===== src/rtl/pld_defines.svh =====
`ifndef PLD_DEFINES_SVH
`define PLD_DEFINES_SVH
// Register offsets
`define PLD_OFS_RDIV   5'h02
`define PLD_OFS_NINT   5'h03
`define PLD_OFS_MODE   5'h06
`define PLD_OFS_LDC    5'h07
`define PLD_OFS_REFC   5'h08
`define PLD_OFS_CPC    5'h09
`define PLD_OFS_PDC    5'h0B
`define PLD_OFS_OUTC   5'h0F
`define PLD_OFS_STAT   5'h12
// Field positions
`define PLD_CP_DNG_LSB 0
`define PLD_CP_UPG_LSB 7
`define PLD_CP_OFS_LSB 14
`define PLD_CP_OFSUP   21
`define PLD_CP_OFSDN   22
`define PLD_PD_UPEN    5
`define PLD_PD_DNEN    6
`define PLD_PD_FUP     9
`define PLD_PD_FDN     10
`define PLD_REF_PRESC  19
`define PLD_REF_HF     21
`define PLD_LD_THR_LSB 0
`define PLD_LD_EN      3
`define PLD_LD_DIG     6
`define PLD_LD_WIN_LSB 7
`define PLD_OUT_SEL_LSB 0
`define PLD_OUT_LD_EN  7
`define PLD_OUT_SEL_LD 5'h01
`define PLD_MODE_FRAC  11
`define PLD_STAT_LOCK  1
// Reset values
`define PLD_RST_RDIV   24'h000001
`define PLD_RST_NINT   24'h000014
`define PLD_RST_PDC    24'h000060
`define PLD_RST_ZERO   24'h000000
// Divider limits
`define PLD_N_MIN_FRAC 19'd20
`define PLD_N_MAX_FRAC 19'd524283
`define PLD_N_MIN_INT  19'd16
`define PLD_N_MAX_INT  19'd524287
// Timing
`define PLD_CLK_PS     25000
`define PLD_AWIN_PS    10000
`define PLD_AWIN_CYC   ((`PLD_AWIN_PS / `PLD_CLK_PS) < 1 ? 1 : \
                        (`PLD_AWIN_PS / `PLD_CLK_PS))
`endif


===== src/rtl/pld_pkg.sv =====
package pld_pkg;
    typedef logic [23:0] pld_reg_t;
    typedef enum logic [1:0] {
        LD_IDLE     = 2'b00,
        LD_WAIT_FB  = 2'b01,
        LD_WAIT_REF = 2'b10
    } pld_ld_state_t;
    // Digital window widths in ps, index {speed, divide}
    typedef int unsigned pld_win_tab_t [32];
    localparam pld_win_tab_t PLD_DWIN_PS = '{
        6500, 8000, 11000, 17000, 29000, 53000, 100000, 195000,
        7000, 8900, 12800, 21000, 36000, 68000, 130000, 255000,
        7100, 9200, 13300, 22000, 38000, 72000, 138000, 272000,
        7600, 10200, 15400, 26000, 47000, 88000, 172000, 338000
    };
endpackage


===== src/rtl/pld_lock_if.sv =====
`timescale 1ns/1ps
interface pld_lock_if;
    logic       ref_edge;
    logic       fb_edge;
    logic       enable;
    logic       digital;
    logic [4:0] win_sel;
    logic [2:0] threshold;
    logic       locked;
    modport core (output ref_edge, fb_edge, enable, digital, win_sel,
                  threshold, input locked);
    modport det  (input ref_edge, fb_edge, enable, digital, win_sel,
                  threshold, output locked);
endinterface


===== src/rtl/pld_lock_detect.sv =====
`timescale 1ns/1ps
`include "pld_defines.svh"
module pld_lock_detect
    import pld_pkg::*;
(
    input wire logic CLK,
    input wire logic RST,
    pld_lock_if.det  lk
);
    pld_ld_state_t state;
    logic [4:0]    timer;
    logic [2:0]    count;
    logic [4:0]    win_cyc;
    logic          hit;
    logic          miss;
    logic [3:0]    next_count;

    // Window length in clock cycles, never below one
    always_comb
    begin
        if (!lk.digital)
            win_cyc = 5'(`PLD_AWIN_CYC);
        else if (PLD_DWIN_PS[lk.win_sel] < `PLD_CLK_PS)
            win_cyc = 5'h01;
        else
            win_cyc = 5'(PLD_DWIN_PS[lk.win_sel] / `PLD_CLK_PS);
    end

    // Window outcome of the current comparison cycle
    always_comb
    begin
        hit  = 1'b0;
        miss = 1'b0;
        case (state)
            LD_IDLE:     hit  = lk.ref_edge && lk.fb_edge;
            LD_WAIT_FB:
            begin
                hit  = lk.fb_edge;
                miss = !lk.fb_edge && (timer >= win_cyc);
            end
            LD_WAIT_REF:
            begin
                hit  = lk.ref_edge;
                miss = !lk.ref_edge && (timer >= win_cyc);
            end
            default:     miss = 1'b0;
        endcase
    end

    always_ff @(posedge CLK or posedge RST)
    begin
        if (RST)
        begin
            state <= LD_IDLE;
            timer <= 5'h00;
        end
        else if (!lk.enable)
        begin
            state <= LD_IDLE;
            timer <= 5'h00;
        end
        else if (hit || miss)
        begin
            state <= LD_IDLE;
            timer <= 5'h00;
        end
        else if (state == LD_IDLE && lk.ref_edge)
        begin
            state <= LD_WAIT_FB;
            timer <= 5'h01;
        end
        else if (state == LD_IDLE && lk.fb_edge)
        begin
            state <= LD_WAIT_REF;
            timer <= 5'h01;
        end
        else if (state != LD_IDLE)
            timer <= timer + 5'h01;
    end

    assign next_count = (count == 3'h7) ? 4'h7 : {1'b0, count} + 4'h1;

    always_ff @(posedge CLK or posedge RST)
    begin
        if (RST)
        begin
            count     <= 3'h0;
            lk.locked <= 1'b0;
        end
        else if (!lk.enable)
        begin
            count     <= 3'h0;
            lk.locked <= 1'b0;
        end
        else if (miss)
        begin
            count     <= 3'h0;
            lk.locked <= 1'b0;
        end
        else if (hit)
        begin
            count     <= next_count[2:0];
            lk.locked <= next_count >= {1'b0, lk.threshold};
        end
    end

    AST_OFF_NO_LOCK: assert property (@(posedge CLK) disable iff (RST)
        !lk.enable |=> !lk.locked && count == 3'h0)
        else $error("lock held while detector disabled");
    AST_MISS_UNLOCK: assert property (@(posedge CLK) disable iff (RST)
        lk.enable && miss |=> !lk.locked && count == 3'h0)
        else $error("missed window did not clear lock");
    AST_HIT_COUNT: assert property (@(posedge CLK) disable iff (RST)
        lk.enable && hit && count != 3'h7 |=> count == $past(count) + 3'h1)
        else $error("in-window cycle not counted");
    AST_LOCK_THR: assert property (@(posedge CLK) disable iff (RST)
        lk.enable && hit && count >= lk.threshold |=> lk.locked)
        else $error("lock not declared at threshold");
    AST_LOCK_HOLD: assert property (@(posedge CLK) disable iff (RST)
        lk.enable && lk.locked && !miss |=> lk.locked)
        else $error("lock dropped between evaluations");
    AST_WIN_BOUND: assert property (@(posedge CLK) disable iff (RST)
        state != LD_IDLE |-> timer <= win_cyc)
        else $error("window timer overran");
endmodule


===== src/rtl/pld_core.sv =====
`timescale 1ns/1ps
`include "pld_defines.svh"
// Function
// Charge pump up/down gains from fields
// Offset magnitude and direction bits taken
// Integer mode: host zeroes offset settings
// Fractional mode: host uses up offset
// Up mask bit clear blocks up
// Down mask bit clear blocks down
// Both masks clear tri-states charge pump
// Force bits drive pump up or down
// Reference buffer mode select bit
// Fourteen-bit reference divider, 1 to 16383
// Feedback divider ratio limits per mode
// Host enables prescaler at high output
// Host limits comparison rate per mode
// Lock detector runs only when enabled
// Lock state readable in status bit
// Count in-window edge pairs, either order
// Lock at count reaching threshold
// Window miss clears count and lock
// Analog mode uses fixed 10 ns window; code uses one 25 ns clock cycle
// Digital mode window from field
// Window field: speed and divide subfields
// Lock flag on shared pin when selected
// Mode bit selects fractional or integer
// Lock held stable between evaluations
module pld_core
    import pld_pkg::*;
#(
    parameter int RDIV_W = 14,
    parameter int NDIV_W = 19
)
(
    input  wire logic        CLK,
    input  wire logic        RST,
    input  wire logic        REG_WE,
    input  wire logic [4:0]  REG_ADDR,
    input  wire logic [23:0] REG_WDATA,
    output logic      [23:0] REG_RDATA,
    input  wire logic        REF_IN,
    input  wire logic        VCO_IN,
    output logic             CP_UP,
    output logic             CP_DN,
    output logic             CP_HIZ,
    output logic      [6:0]  CP_UP_GAIN,
    output logic      [6:0]  CP_DN_GAIN,
    output logic      [6:0]  CP_OFFSET,
    output logic             CP_OFFSET_UP,
    output logic             CP_OFFSET_DN,
    output logic             REF_BUF_HIGH_FREQ,
    output logic             PRESCALER_EN,
    output logic             FRAC_MODE,
    output logic             LOCKED,
    output logic             LOCK_OR_SERIAL_OUT_PIN
);
    if (RDIV_W != 14)
        $error("reference divider must be 14 bits");
    if (NDIV_W != 19)
        $error("feedback divider must be 19 bits");

    pld_reg_t    rdiv_reg;
    pld_reg_t    nint_reg;
    pld_reg_t    mode_reg;
    pld_reg_t    ldc_reg;
    pld_reg_t    refc_reg;
    pld_reg_t    cpc_reg;
    pld_reg_t    pdc_reg;
    pld_reg_t    outc_reg;

    logic              ref_q;
    logic              vco_q;
    logic              ref_rise;
    logic              vco_rise;
    logic              presc_tog;
    logic              fb_tick;
    logic [RDIV_W-1:0] rcnt;
    logic [RDIV_W-1:0] r_ratio;
    logic              ref_div;
    logic [NDIV_W-1:0] ncnt;
    logic [NDIV_W-1:0] n_raw;
    logic [NDIV_W-1:0] n_ratio;
    logic              fb_div;
    logic              pfd_up;
    logic              pfd_dn;
    logic              next_up;
    logic              next_dn;
    logic              f_up;
    logic              f_dn;
    logic              en_up;
    logic              en_dn;
    logic              frac;

    pld_lock_if lk ();

    // Register writes
    always_ff @(posedge CLK or posedge RST)
    begin
        if (RST)
        begin
            rdiv_reg <= `PLD_RST_RDIV;
            nint_reg <= `PLD_RST_NINT;
            mode_reg <= `PLD_RST_ZERO;
            ldc_reg  <= `PLD_RST_ZERO;
            refc_reg <= `PLD_RST_ZERO;
            cpc_reg  <= `PLD_RST_ZERO;
            pdc_reg  <= `PLD_RST_PDC;
            outc_reg <= `PLD_RST_ZERO;
        end
        else if (REG_WE)
        begin
            case (REG_ADDR)
                `PLD_OFS_RDIV: rdiv_reg <= REG_WDATA;
                `PLD_OFS_NINT: nint_reg <= REG_WDATA;
                `PLD_OFS_MODE: mode_reg <= REG_WDATA;
                `PLD_OFS_LDC:  ldc_reg  <= REG_WDATA;
                `PLD_OFS_REFC: refc_reg <= REG_WDATA;
                `PLD_OFS_CPC:  cpc_reg  <= REG_WDATA;
                `PLD_OFS_PDC:  pdc_reg  <= REG_WDATA;
                `PLD_OFS_OUTC: outc_reg <= REG_WDATA;
                default:       ldc_reg  <= ldc_reg;
            endcase
        end
    end

    // Register read, one cycle after the address
    always_ff @(posedge CLK or posedge RST)
    begin
        if (RST)
            REG_RDATA <= `PLD_RST_ZERO;
        else
        begin
            case (REG_ADDR)
                `PLD_OFS_RDIV: REG_RDATA <= rdiv_reg;
                `PLD_OFS_NINT: REG_RDATA <= nint_reg;
                `PLD_OFS_MODE: REG_RDATA <= mode_reg;
                `PLD_OFS_LDC:  REG_RDATA <= ldc_reg;
                `PLD_OFS_REFC: REG_RDATA <= refc_reg;
                `PLD_OFS_CPC:  REG_RDATA <= cpc_reg;
                `PLD_OFS_PDC:  REG_RDATA <= pdc_reg;
                `PLD_OFS_OUTC: REG_RDATA <= outc_reg;
                `PLD_OFS_STAT: REG_RDATA <=
                    24'(lk.locked) << `PLD_STAT_LOCK;
                default:       REG_RDATA <= `PLD_RST_ZERO;
            endcase
        end
    end

    // Static fields straight from the configuration flops
    assign CP_UP_GAIN   = cpc_reg[`PLD_CP_UPG_LSB +: 7];
    assign CP_DN_GAIN   = cpc_reg[`PLD_CP_DNG_LSB +: 7];
    assign CP_OFFSET    = cpc_reg[`PLD_CP_OFS_LSB +: 7];
    assign CP_OFFSET_UP = cpc_reg[`PLD_CP_OFSUP];
    assign CP_OFFSET_DN = cpc_reg[`PLD_CP_OFSDN];
    assign REF_BUF_HIGH_FREQ = refc_reg[`PLD_REF_HF];
    assign PRESCALER_EN = refc_reg[`PLD_REF_PRESC];
    assign FRAC_MODE    = mode_reg[`PLD_MODE_FRAC];
    assign frac         = mode_reg[`PLD_MODE_FRAC];

    // Input edge detection
    always_ff @(posedge CLK or posedge RST)
    begin
        if (RST)
        begin
            ref_q <= 1'b0;
            vco_q <= 1'b0;
        end
        else
        begin
            ref_q <= REF_IN;
            vco_q <= VCO_IN;
        end
    end

    assign ref_rise = REF_IN && !ref_q;
    assign vco_rise = VCO_IN && !vco_q;

    // Prescaler halves the feedback edge rate
    always_ff @(posedge CLK or posedge RST)
    begin
        if (RST)
            presc_tog <= 1'b0;
        else if (vco_rise)
            presc_tog <= !presc_tog;
    end

    assign fb_tick = vco_rise && (!PRESCALER_EN || presc_tog);

    // Reference divider, zero treated as one
    assign r_ratio = (rdiv_reg[RDIV_W-1:0] == '0) ? RDIV_W'(1)
                                                 : rdiv_reg[RDIV_W-1:0];

    always_ff @(posedge CLK or posedge RST)
    begin
        if (RST)
        begin
            rcnt    <= '0;
            ref_div <= 1'b0;
        end
        else
        begin
            ref_div <= 1'b0;
            if (ref_rise)
            begin
                if (rcnt >= r_ratio - RDIV_W'(1))
                begin
                    rcnt    <= '0;
                    ref_div <= 1'b1;
                end
                else
                    rcnt <= rcnt + RDIV_W'(1);
            end
        end
    end

    // Feedback ratio clamped to the range of the mode
    always_comb
    begin
        n_raw = nint_reg[NDIV_W-1:0];
        if (frac && n_raw < `PLD_N_MIN_FRAC)
            n_ratio = `PLD_N_MIN_FRAC;
        else if (frac && n_raw > `PLD_N_MAX_FRAC)
            n_ratio = `PLD_N_MAX_FRAC;
        else if (!frac && n_raw < `PLD_N_MIN_INT)
            n_ratio = `PLD_N_MIN_INT;
        else
            n_ratio = n_raw;
    end

    always_ff @(posedge CLK or posedge RST)
    begin
        if (RST)
        begin
            ncnt   <= '0;
            fb_div <= 1'b0;
        end
        else
        begin
            fb_div <= 1'b0;
            if (fb_tick)
            begin
                if (ncnt >= n_ratio - NDIV_W'(1))
                begin
                    ncnt   <= '0;
                    fb_div <= 1'b1;
                end
                else
                    ncnt <= ncnt + NDIV_W'(1);
            end
        end
    end

    // Phase frequency detector state
    always_comb
    begin
        next_up = pfd_up || ref_div;
        next_dn = pfd_dn || fb_div;
        if (next_up && next_dn)
        begin
            next_up = 1'b0;
            next_dn = 1'b0;
        end
    end

    always_ff @(posedge CLK or posedge RST)
    begin
        if (RST)
        begin
            pfd_up <= 1'b0;
            pfd_dn <= 1'b0;
        end
        else
        begin
            pfd_up <= next_up;
            pfd_dn <= next_dn;
        end
    end

    assign f_up  = pdc_reg[`PLD_PD_FUP];
    assign f_dn  = pdc_reg[`PLD_PD_FDN];
    assign en_up = pdc_reg[`PLD_PD_UPEN];
    assign en_dn = pdc_reg[`PLD_PD_DNEN];

    // Charge pump drive: force first, then masked detector
    always_ff @(posedge CLK or posedge RST)
    begin
        if (RST)
        begin
            CP_UP  <= 1'b0;
            CP_DN  <= 1'b0;
            CP_HIZ <= 1'b1;
        end
        else
        begin
            CP_UP  <= f_up || (!f_dn && en_up && pfd_up);
            CP_DN  <= !f_up && (f_dn || (en_dn && pfd_dn));
            CP_HIZ <= !f_up && !f_dn && !en_up && !en_dn;
        end
    end

    // Lock detector hookup
    assign lk.ref_edge  = ref_div;
    assign lk.fb_edge   = fb_div;
    assign lk.enable    = ldc_reg[`PLD_LD_EN];
    assign lk.digital   = ldc_reg[`PLD_LD_DIG];
    assign lk.win_sel   = ldc_reg[`PLD_LD_WIN_LSB +: 5];
    assign lk.threshold = ldc_reg[`PLD_LD_THR_LSB +: 3];

    pld_lock_detect u_lock (
        .CLK (CLK),
        .RST (RST),
        .lk  (lk.det)
    );

    // Lock outputs
    always_ff @(posedge CLK or posedge RST)
    begin
        if (RST)
        begin
            LOCKED                 <= 1'b0;
            LOCK_OR_SERIAL_OUT_PIN <= 1'b0;
        end
        else
        begin
            LOCKED                 <= lk.locked;
            LOCK_OR_SERIAL_OUT_PIN <= outc_reg[`PLD_OUT_LD_EN] &&
                (outc_reg[`PLD_OUT_SEL_LSB +: 5] == `PLD_OUT_SEL_LD) &&
                lk.locked;
        end
    end

    AST_UP_MASK: assert property (@(posedge CLK) disable iff (RST)
        !en_up && !f_up |=> !CP_UP)
        else $error("up pulse passed while masked");
    AST_DN_MASK: assert property (@(posedge CLK) disable iff (RST)
        !en_dn && !f_dn |=> !CP_DN)
        else $error("down pulse passed while masked");
    AST_HIZ: assert property (@(posedge CLK) disable iff (RST)
        !en_up && !en_dn && !f_up && !f_dn |=> CP_HIZ && !CP_UP && !CP_DN)
        else $error("charge pump not tri-stated");
    AST_FORCE: assert property (@(posedge CLK) disable iff (RST)
        f_up |=> CP_UP && !CP_DN && !CP_HIZ)
        else $error("force up not applied");
    AST_RDIV: assert property (@(posedge CLK) disable iff (RST)
        ref_div |-> rcnt == '0)
        else $error("reference divider terminal count wrong");
    AST_NRANGE: assert property (@(posedge CLK) disable iff (RST)
        frac |-> n_ratio >= `PLD_N_MIN_FRAC && n_ratio <= `PLD_N_MAX_FRAC)
        else $error("fractional ratio out of range");
    AST_STATUS: assert property (@(posedge CLK) disable iff (RST)
        REG_ADDR == `PLD_OFS_STAT ##1 1'b1 |->
        REG_RDATA[`PLD_STAT_LOCK] == LOCKED)
        else $error("status bit disagrees with lock");
    AST_PIN: assert property (@(posedge CLK) disable iff (RST)
        outc_reg[`PLD_OUT_LD_EN] && outc_reg[4:0] == `PLD_OUT_SEL_LD
        && $stable(outc_reg) |=> LOCK_OR_SERIAL_OUT_PIN == LOCKED)
        else $error("lock pin does not follow lock");
endmodule


===== config.mk =====
export PLATFORM = sky130hd
export DESIGN_NAME = pld_core
export DESIGN_NICKNAME = d
export VERILOG_FILES = /design/src/rtl/pld_pkg.sv /design/src/rtl/pld_lock_if.sv /design/src/rtl/pld_lock_detect.sv /design/src/rtl/pld_core.sv
export VERILOG_INCLUDE_DIRS = /design/src /design/src/rtl
export SDC_FILE = /design/constraint.sdc
export NUM_CORES = 1
export LEC_CHECK = 0
export BUFFER_PORTS_ARGS = -buffer_cell sky130_fd_sc_hd__buf_4
export CORE_UTILIZATION = 66
export DETAILED_ROUTE_END_ITERATION = 8
export GPL_TIMING_DRIVEN = 0
export PLACE_DENSITY = 0.92
export SYNTH_ARGS = -nofsm -noshare
export SYNTH_HDL_FRONTEND = slang
export SYNTH_SLANG_ARGS = --single-unit

===== constraint.sdc =====
create_clock -name CLK -period 18.4 [get_ports CLK]
set_input_delay 0.92 -clock CLK [delete_from_list [all_inputs] [get_ports CLK]]
set_output_delay 0.92 -clock CLK [all_outputs]
set_load 0.01 [all_outputs]

==> results.toml, run 1 <==
[hold_path]
hp-class = "input port to async pin"

[placed_design]
post-place-ws_ns = 9.90
dp_hpwl_mm = 31.6
gp_congestion = 0.961
portBuffers = 87

[grt]
grt_max_degree = 111
first_global_vias = 13300
grt_first_pass_wirelength_mm = 71.9
grt_use_total = 0.376
grt_antenna_before_repair = 0
grt_overflow_total = 0

[yosys]
synthTopCellsByArea = "dfrtp_1, mux2_2, ha_1"
yosys_warnings = 0
syn_nets = 1648
synth_seq_cells = 272
synth-seq-area-share = 0.426
synth_cells = 1556
synth_top_area_share = 0.416
synth_area_per_cell_um2 = 10.3
async_reset_ff_frac = 1.00
synth_edf_count = 0
synth_largest_area_cell = "dfrtp_1"
synthFlopType = "dfrtp_1"
ys_types = 87
syn-cell-area_mm2 = 0.0160

[setup_path]
worstSetupEndpointType = "register"
worstPathArrival_ns = 9.13
cp_slowest_stage_delay_ns = 0.93
critPathSlowestCell = "nor4b_1"
crit_path_end = "u_lock.state[1]$_DFFE_PP0P_"
reg2reg_depth = 30
worstReg2RegEnd = "u_lock.state[1]$_DFFE_PP0P_"
crit_path_start = "ldc_reg[7]$_DFFE_PP0P_"
reg2reg_slack_ns = 9.72
critPathRequiredTime_ns = 18.85
worstSetupStartpointType = "register"
path_class = "register to register"
cp_max_fo = 10
r2r_start = "ldc_reg[7]$_DFFE_PP0P_"

[sta]
slew_headroom = 0.0559
setup-tns-final_ns = 0
hold_violations = 0
fmax_mhz = 115
setup_viol = 0
setup_slack_ns = 9.72
worst_slew_pin_slew_ns = 1.40
grt_setup_unrepaired = "no"
finalMaxSlewViolations = 0
period_minus_slack_ns = 8.68
period_share = 0.472
finalClockSkew_ns = 0.0182

[routing]
drtIter0Drc = 1718
drc = 0
via_per_inst = 6.77
detail-route-antenna-nets = 0
avgRoutedWirePerCell_um = 22.9
first_pass_iters = 6
vias = 13600
totalWireLength_mm = 46.1

[final_layout]
final_common_cell = "dfrtp_1"
nets = 1766
final_cell_mix = "dfrtp_1, mux2_2, nand2_1"
synthToLayoutAreaGrowth_pct = 12.9
layout-drive-gt1-share = 0.233
fill_cells = 1450

[pwr]
report.power.total_uw = 2330
max-vdd-ir-drop_mv = 0.0978
power.leakage_uw = 0.00818
p_per_area_mw_per_mm2 = 129

[clock_network]
insertion_delay_ns = 0.56
cts_tree = "done"
cts_resized = 0
clock_path_buffers = 3
clk_pin_slew_worst_paths_ns = 0.07
htreeDepth = 1
post_cts_buffers = 0
holdBufCountCts = 0
cts.sinks = 272
cts-buffers-inserted = 27
root_buffer = "clkbuf_16"

[die]
core_mm2 = 0.0236
start_util = 0.677
dieArea_mm2 = 0.0249
die_w_um = 158
die_h_um = 158
num_rows = 56
ios = 89

[flow_run]
drv_cap = 0

[run_status]
outcome = "completed"
[Yosys cell counts, types with 6 or more instances]
library cell and instances:
nor4_1 14, a22oi_1 6, o21a_1 29, mux2_2 187, nor2b_1 17, mux2i_1 56
inv_1 30, a211oi_1 7, nand4_1 15, buf_4 22, buf_2 9, a21oi_1 44
o22ai_1 7, ha_1 58, and2_1 12, or2_2 10, dfstp_2 6, or3_1 8
nand3_1 30, xor2_1 25, nand2b_1 23, o31ai_1 7, nand2_1 148, nor2_1 109
clkbuf_1 57, a221oi_1 26, and3_1 21, dfrtp_1 266, o21ai_0 83, a21o_1 6
nor3_1 23, o211ai_1 28, a21boi_0 6, xnor2_1 44, a31oi_1 13
[layer usage]
layer  wire [um]  track usage  up-vias
met4        1900        0.163        0
met3        4380       0.0745      166
met1       18400        0.512     6741
met2       21500        0.584      838
met5           0            0        -
li1            -            -     5881
[cell families (layout without fill, tap and decap cells)]
kind of cell / after synthesis / count (layout) / synth area share
flops: 272 / 272 / 0.426
mux: 251 / 251 / 0.177
buf+inv: 128 / 266 / 0.0374
compound gates: 318 / 318 / 0.137
other cells: 0 / 1 / 0
xor+xnor: 69 / 69 / 0.0378
simple gates: 456 / 456 / 0.137
fa+ha+maj: 62 / 62 / 0.0479
[worst min-delay path by stage]
stage | to | cells past startpoint | slack (ns)
CTS | rcnt[4]$_DFFE_PP0P_ | 2 | 0.41
global placement | pfd_dn$_DFF_PP0_ | 1 | 0.44
floorplan | LOCKED$_DFF_PP0_ | 0 | 0.38
global route | rcnt[4]$_DFFE_PP0P_ | 2 | 0.43
finish | rcnt[4]$_DFFE_PP0P_ | 2 | 0.39
detailed placement | presc_tog$_DFFE_PP0P_ | 1 | 0.46
[critical path, delay by kind of cell, from the launching register on]
kind / cells / cell delay, ns
fa+ha+maj: 2 / 0.67
simple gates: 11 / 2.90
compound gates: 12 / 3.08
xor+xnor: 1 / 0.47
mux: 1 / 0.09
flops: 1 / 0.64
buf+inv: 3 / 0.70
[stage by stage]
stage	util	cell area [um2]	hold WS (ns)	std cells
6_report	0.765	18100	0.394	2014
5_1_grt	0.765	18100	0.432	2013
4_1_cts	0.765	18100	0.408	2013
3_5_place_dp	0.725	17100	0.457	1964
3_3_place_gp	0.722	17000	0.444	1962
2_1_floorplan	-	16000	0.380	1556
[power by group]
part / switching, uW / total [uW] / internal [uW]
clock network: 243 / 592 / 349
logic: 533 / 936 / 404
registers: 102 / 806 / 704
[cell type report]
| type | instances | area (um2) | area share |
|---|---|---|---|
| Antenna cell | 1 | 2.50 | 0.000139 |
| Buffer | 97 | 482 | 0.0267 |
| Clock buffer | 37 | 763 | 0.0423 |
| Clock inverter | 12 | 188 | 0.0104 |
| Inverter | 31 | 124 | 0.00686 |
| Multi-Input combinational cell | 1156 | 8580 | 0.475 |
| Sequential cell | 272 | 6810 | 0.377 |
| Tap cell | 319 | 399 | 0.0221 |
| Timing Repair Buffer | 89 | 708 | 0.0392 |
(Power assumes the default switching activity.)
==> inputs of run 2 (changes only) <==
CORE_UTILIZATION = 62   (was 66)
PLACE_DENSITY = 0.88   (was 0.92)
clock period = 9 ns   (was 18.4 ns; I/O delays follow)
==> results.toml, run 2 (synthesis gave the netlist of run 1 again) <==
[grt]
grt_antenna_before_repair = 0
grt_use_total = 0.351
grt_max_degree = 129
grt_overflow_total = 0
grt_first_pass_wirelength_mm = 72.2
first_global_vias = 13300

[die]
num_rows = 58
core_mm2 = 0.0253
die_h_um = 163
die_w_um = 163
dieArea_mm2 = 0.0264
ios = 89
start_util = 0.633

[clock_network]
clock_path_buffers = 3
post_cts_buffers = 0
clk_pin_slew_worst_paths_ns = 0.06
cts.sinks = 272
cts_tree = "done"
root_buffer = "clkbuf_16"
htreeDepth = 1
cts-buffers-inserted = 27
insertion_delay_ns = 0.56

[sta]
period_share = 0.919
finalClockSkew_ns = 0.0164
finalMaxSlewViolations = 0
setup_viol = 0
period_minus_slack_ns = 8.27
hold_violations = 0
setup_slack_ns = 0.727
grt_setup_unrepaired = "no"
fmax_mhz = 121
slew_headroom = 0.192
worst_slew_pin_slew_ns = 1.21

[setup_path]
worstSetupStartpointType = "register"
cp_max_fo = 10
critPathSlowestCell = "xnor2_1"
path_buf_inv = 5
crit_family = "compound AO/OA/AOI/OAI gates"
worstPathArrival_ns = 8.74
worstSetupEndpointType = "register"
path_class = "register to register"
cpMostUsedCell = "a21oi_1"
cp_slowest_stage_delay_ns = 0.52
critPathRequiredTime_ns = 9.46

[final_layout]
postLayoutCellArea_mm2 = 0.0181
diodes = 0
final_cell_mix = "dfrtp_1, mux2_2, nand2_1"
instances_no_fill = 2025
nets = 1767
final_common_cell = "dfrtp_1"
synthToLayoutAreaGrowth_pct = 13.0
layout-drive-gt1-share = 0.234

[placed_design]
post-place-ws_ns = 0.588
gp_congestion = 0.950
portBuffers = 87
placed_cell_area_mm2 = 0.0171
dp_hpwl_mm = 31.9
place_inst = 1975

[routing]
avgRoutedWirePerCell_um = 22.6
first_pass_iters = 6
drc = 0
totalWireLength_mm = 45.8
via_per_inst = 6.58
drtIter0Drc = 1316
detail-route-antenna-nets = 0
vias = 13300

[hold_path]
hp-class = "input port to register"

[pwr]
power.leakage_uw = 0.00817
p_per_area_mw_per_mm2 = 261
max-vdd-ir-drop_mv = 0.197

[run_status]
outcome = "completed"

[flow_run]
drv_cap = 0
-- run 2: cell count changes in the layout (fill, tap and decap cells not counted), sizes merged --
cell,delta
clkbuf,+3
bufinv,-2
clkinv,-1
diode,-1
dlygate4sd3,+1
-- run 2: final timing paths --
kind,start,end,slack [ns],cells after the start
setup reg to reg,ldc_reg[8]$_DFFE_PP0P_,u_lock.state[1]$_DFFE_PP0P_,0.73,32
min in group asynchronous,RST,rcnt[2]$_DFFE_PP0P_,0.47,3
hold / removal,VCO_IN,vco_q$_DFF_PP0_,0.02,1
setup / recovery,ldc_reg[8]$_DFFE_PP0P_,u_lock.state[1]$_DFFE_PP0P_,0.73,32
hold reg to reg,presc_tog$_DFFE_PP0P_,presc_tog$_DFFE_PP0P_,0.49,1
max in group asynchronous,RST,outc_reg[20]$_DFFE_PP0P_,7.58,4
-- run 2: final cells by class --
type / count / area (um2)
tap: 330 / 413
timing repair buffer: 90 / 718
fill: 1747 / 7190
sequential: 272 / 6810
inverter: 31 / 124
clock inverter: 9 / 116
multi-input combinational: 1156 / 8590
buffer: 97 / 482
clock buffer: 40 / 805
-- run 2: worst reg2reg max path: cells and delay by family (launching register included) --
kind / cells / cell delay, ns
XOR/XNOR: 2 / 0.96
AO/OA/AOI/OAI: 14 / 3.46
buffers and inverters: 5 / 1.00
flip-flops: 1 / 0.44
multiplexers: 1 / 0.33
adder cells (fa/ha/maj): 2 / 0.60
AND/OR/NAND/NOR: 8 / 1.40
-- run 2: routing by layer --
layer	vias to the layer above	share of wire	global-route usage
li1	5897	-	-
met1	6621	0.42	0.482
met2	676	0.46	0.558
met3	135	0.078	0.0550
met4	0	0.042	0.145
met5	-	0	0
-- run 2: through the flow --
stage	hold WS (ns)	util	setup TNS (ns)	power (uW)
CTS	0.00505	0.715	0	4680
floorplan	0.380	-	0	2990
global placement	0.443	0.676	-390.57	3420
global route	0.00944	0.715	0	4960
detailed placement	0.469	0.678	0	3490
finish	0.0175	0.715	0	4710
-- run 2: where the power goes --
part | internal, uW | total (uW) | switching (uW) | leakage [uW]
Clock | 679 | 1170 | 496 | 0.000455
Combinational | 826 | 1890 | 1070 | 0.00421
Sequential | 1440 | 1650 | 206 | 0.00351
-- run 2: what timing repair did --
item / in CTS / in global routing
setup endpoints to repair: 0 / 7
resized for setup: 0 / 1
endpoints found under the hold margin: 56 / 0
hold buffers: 1 / 0
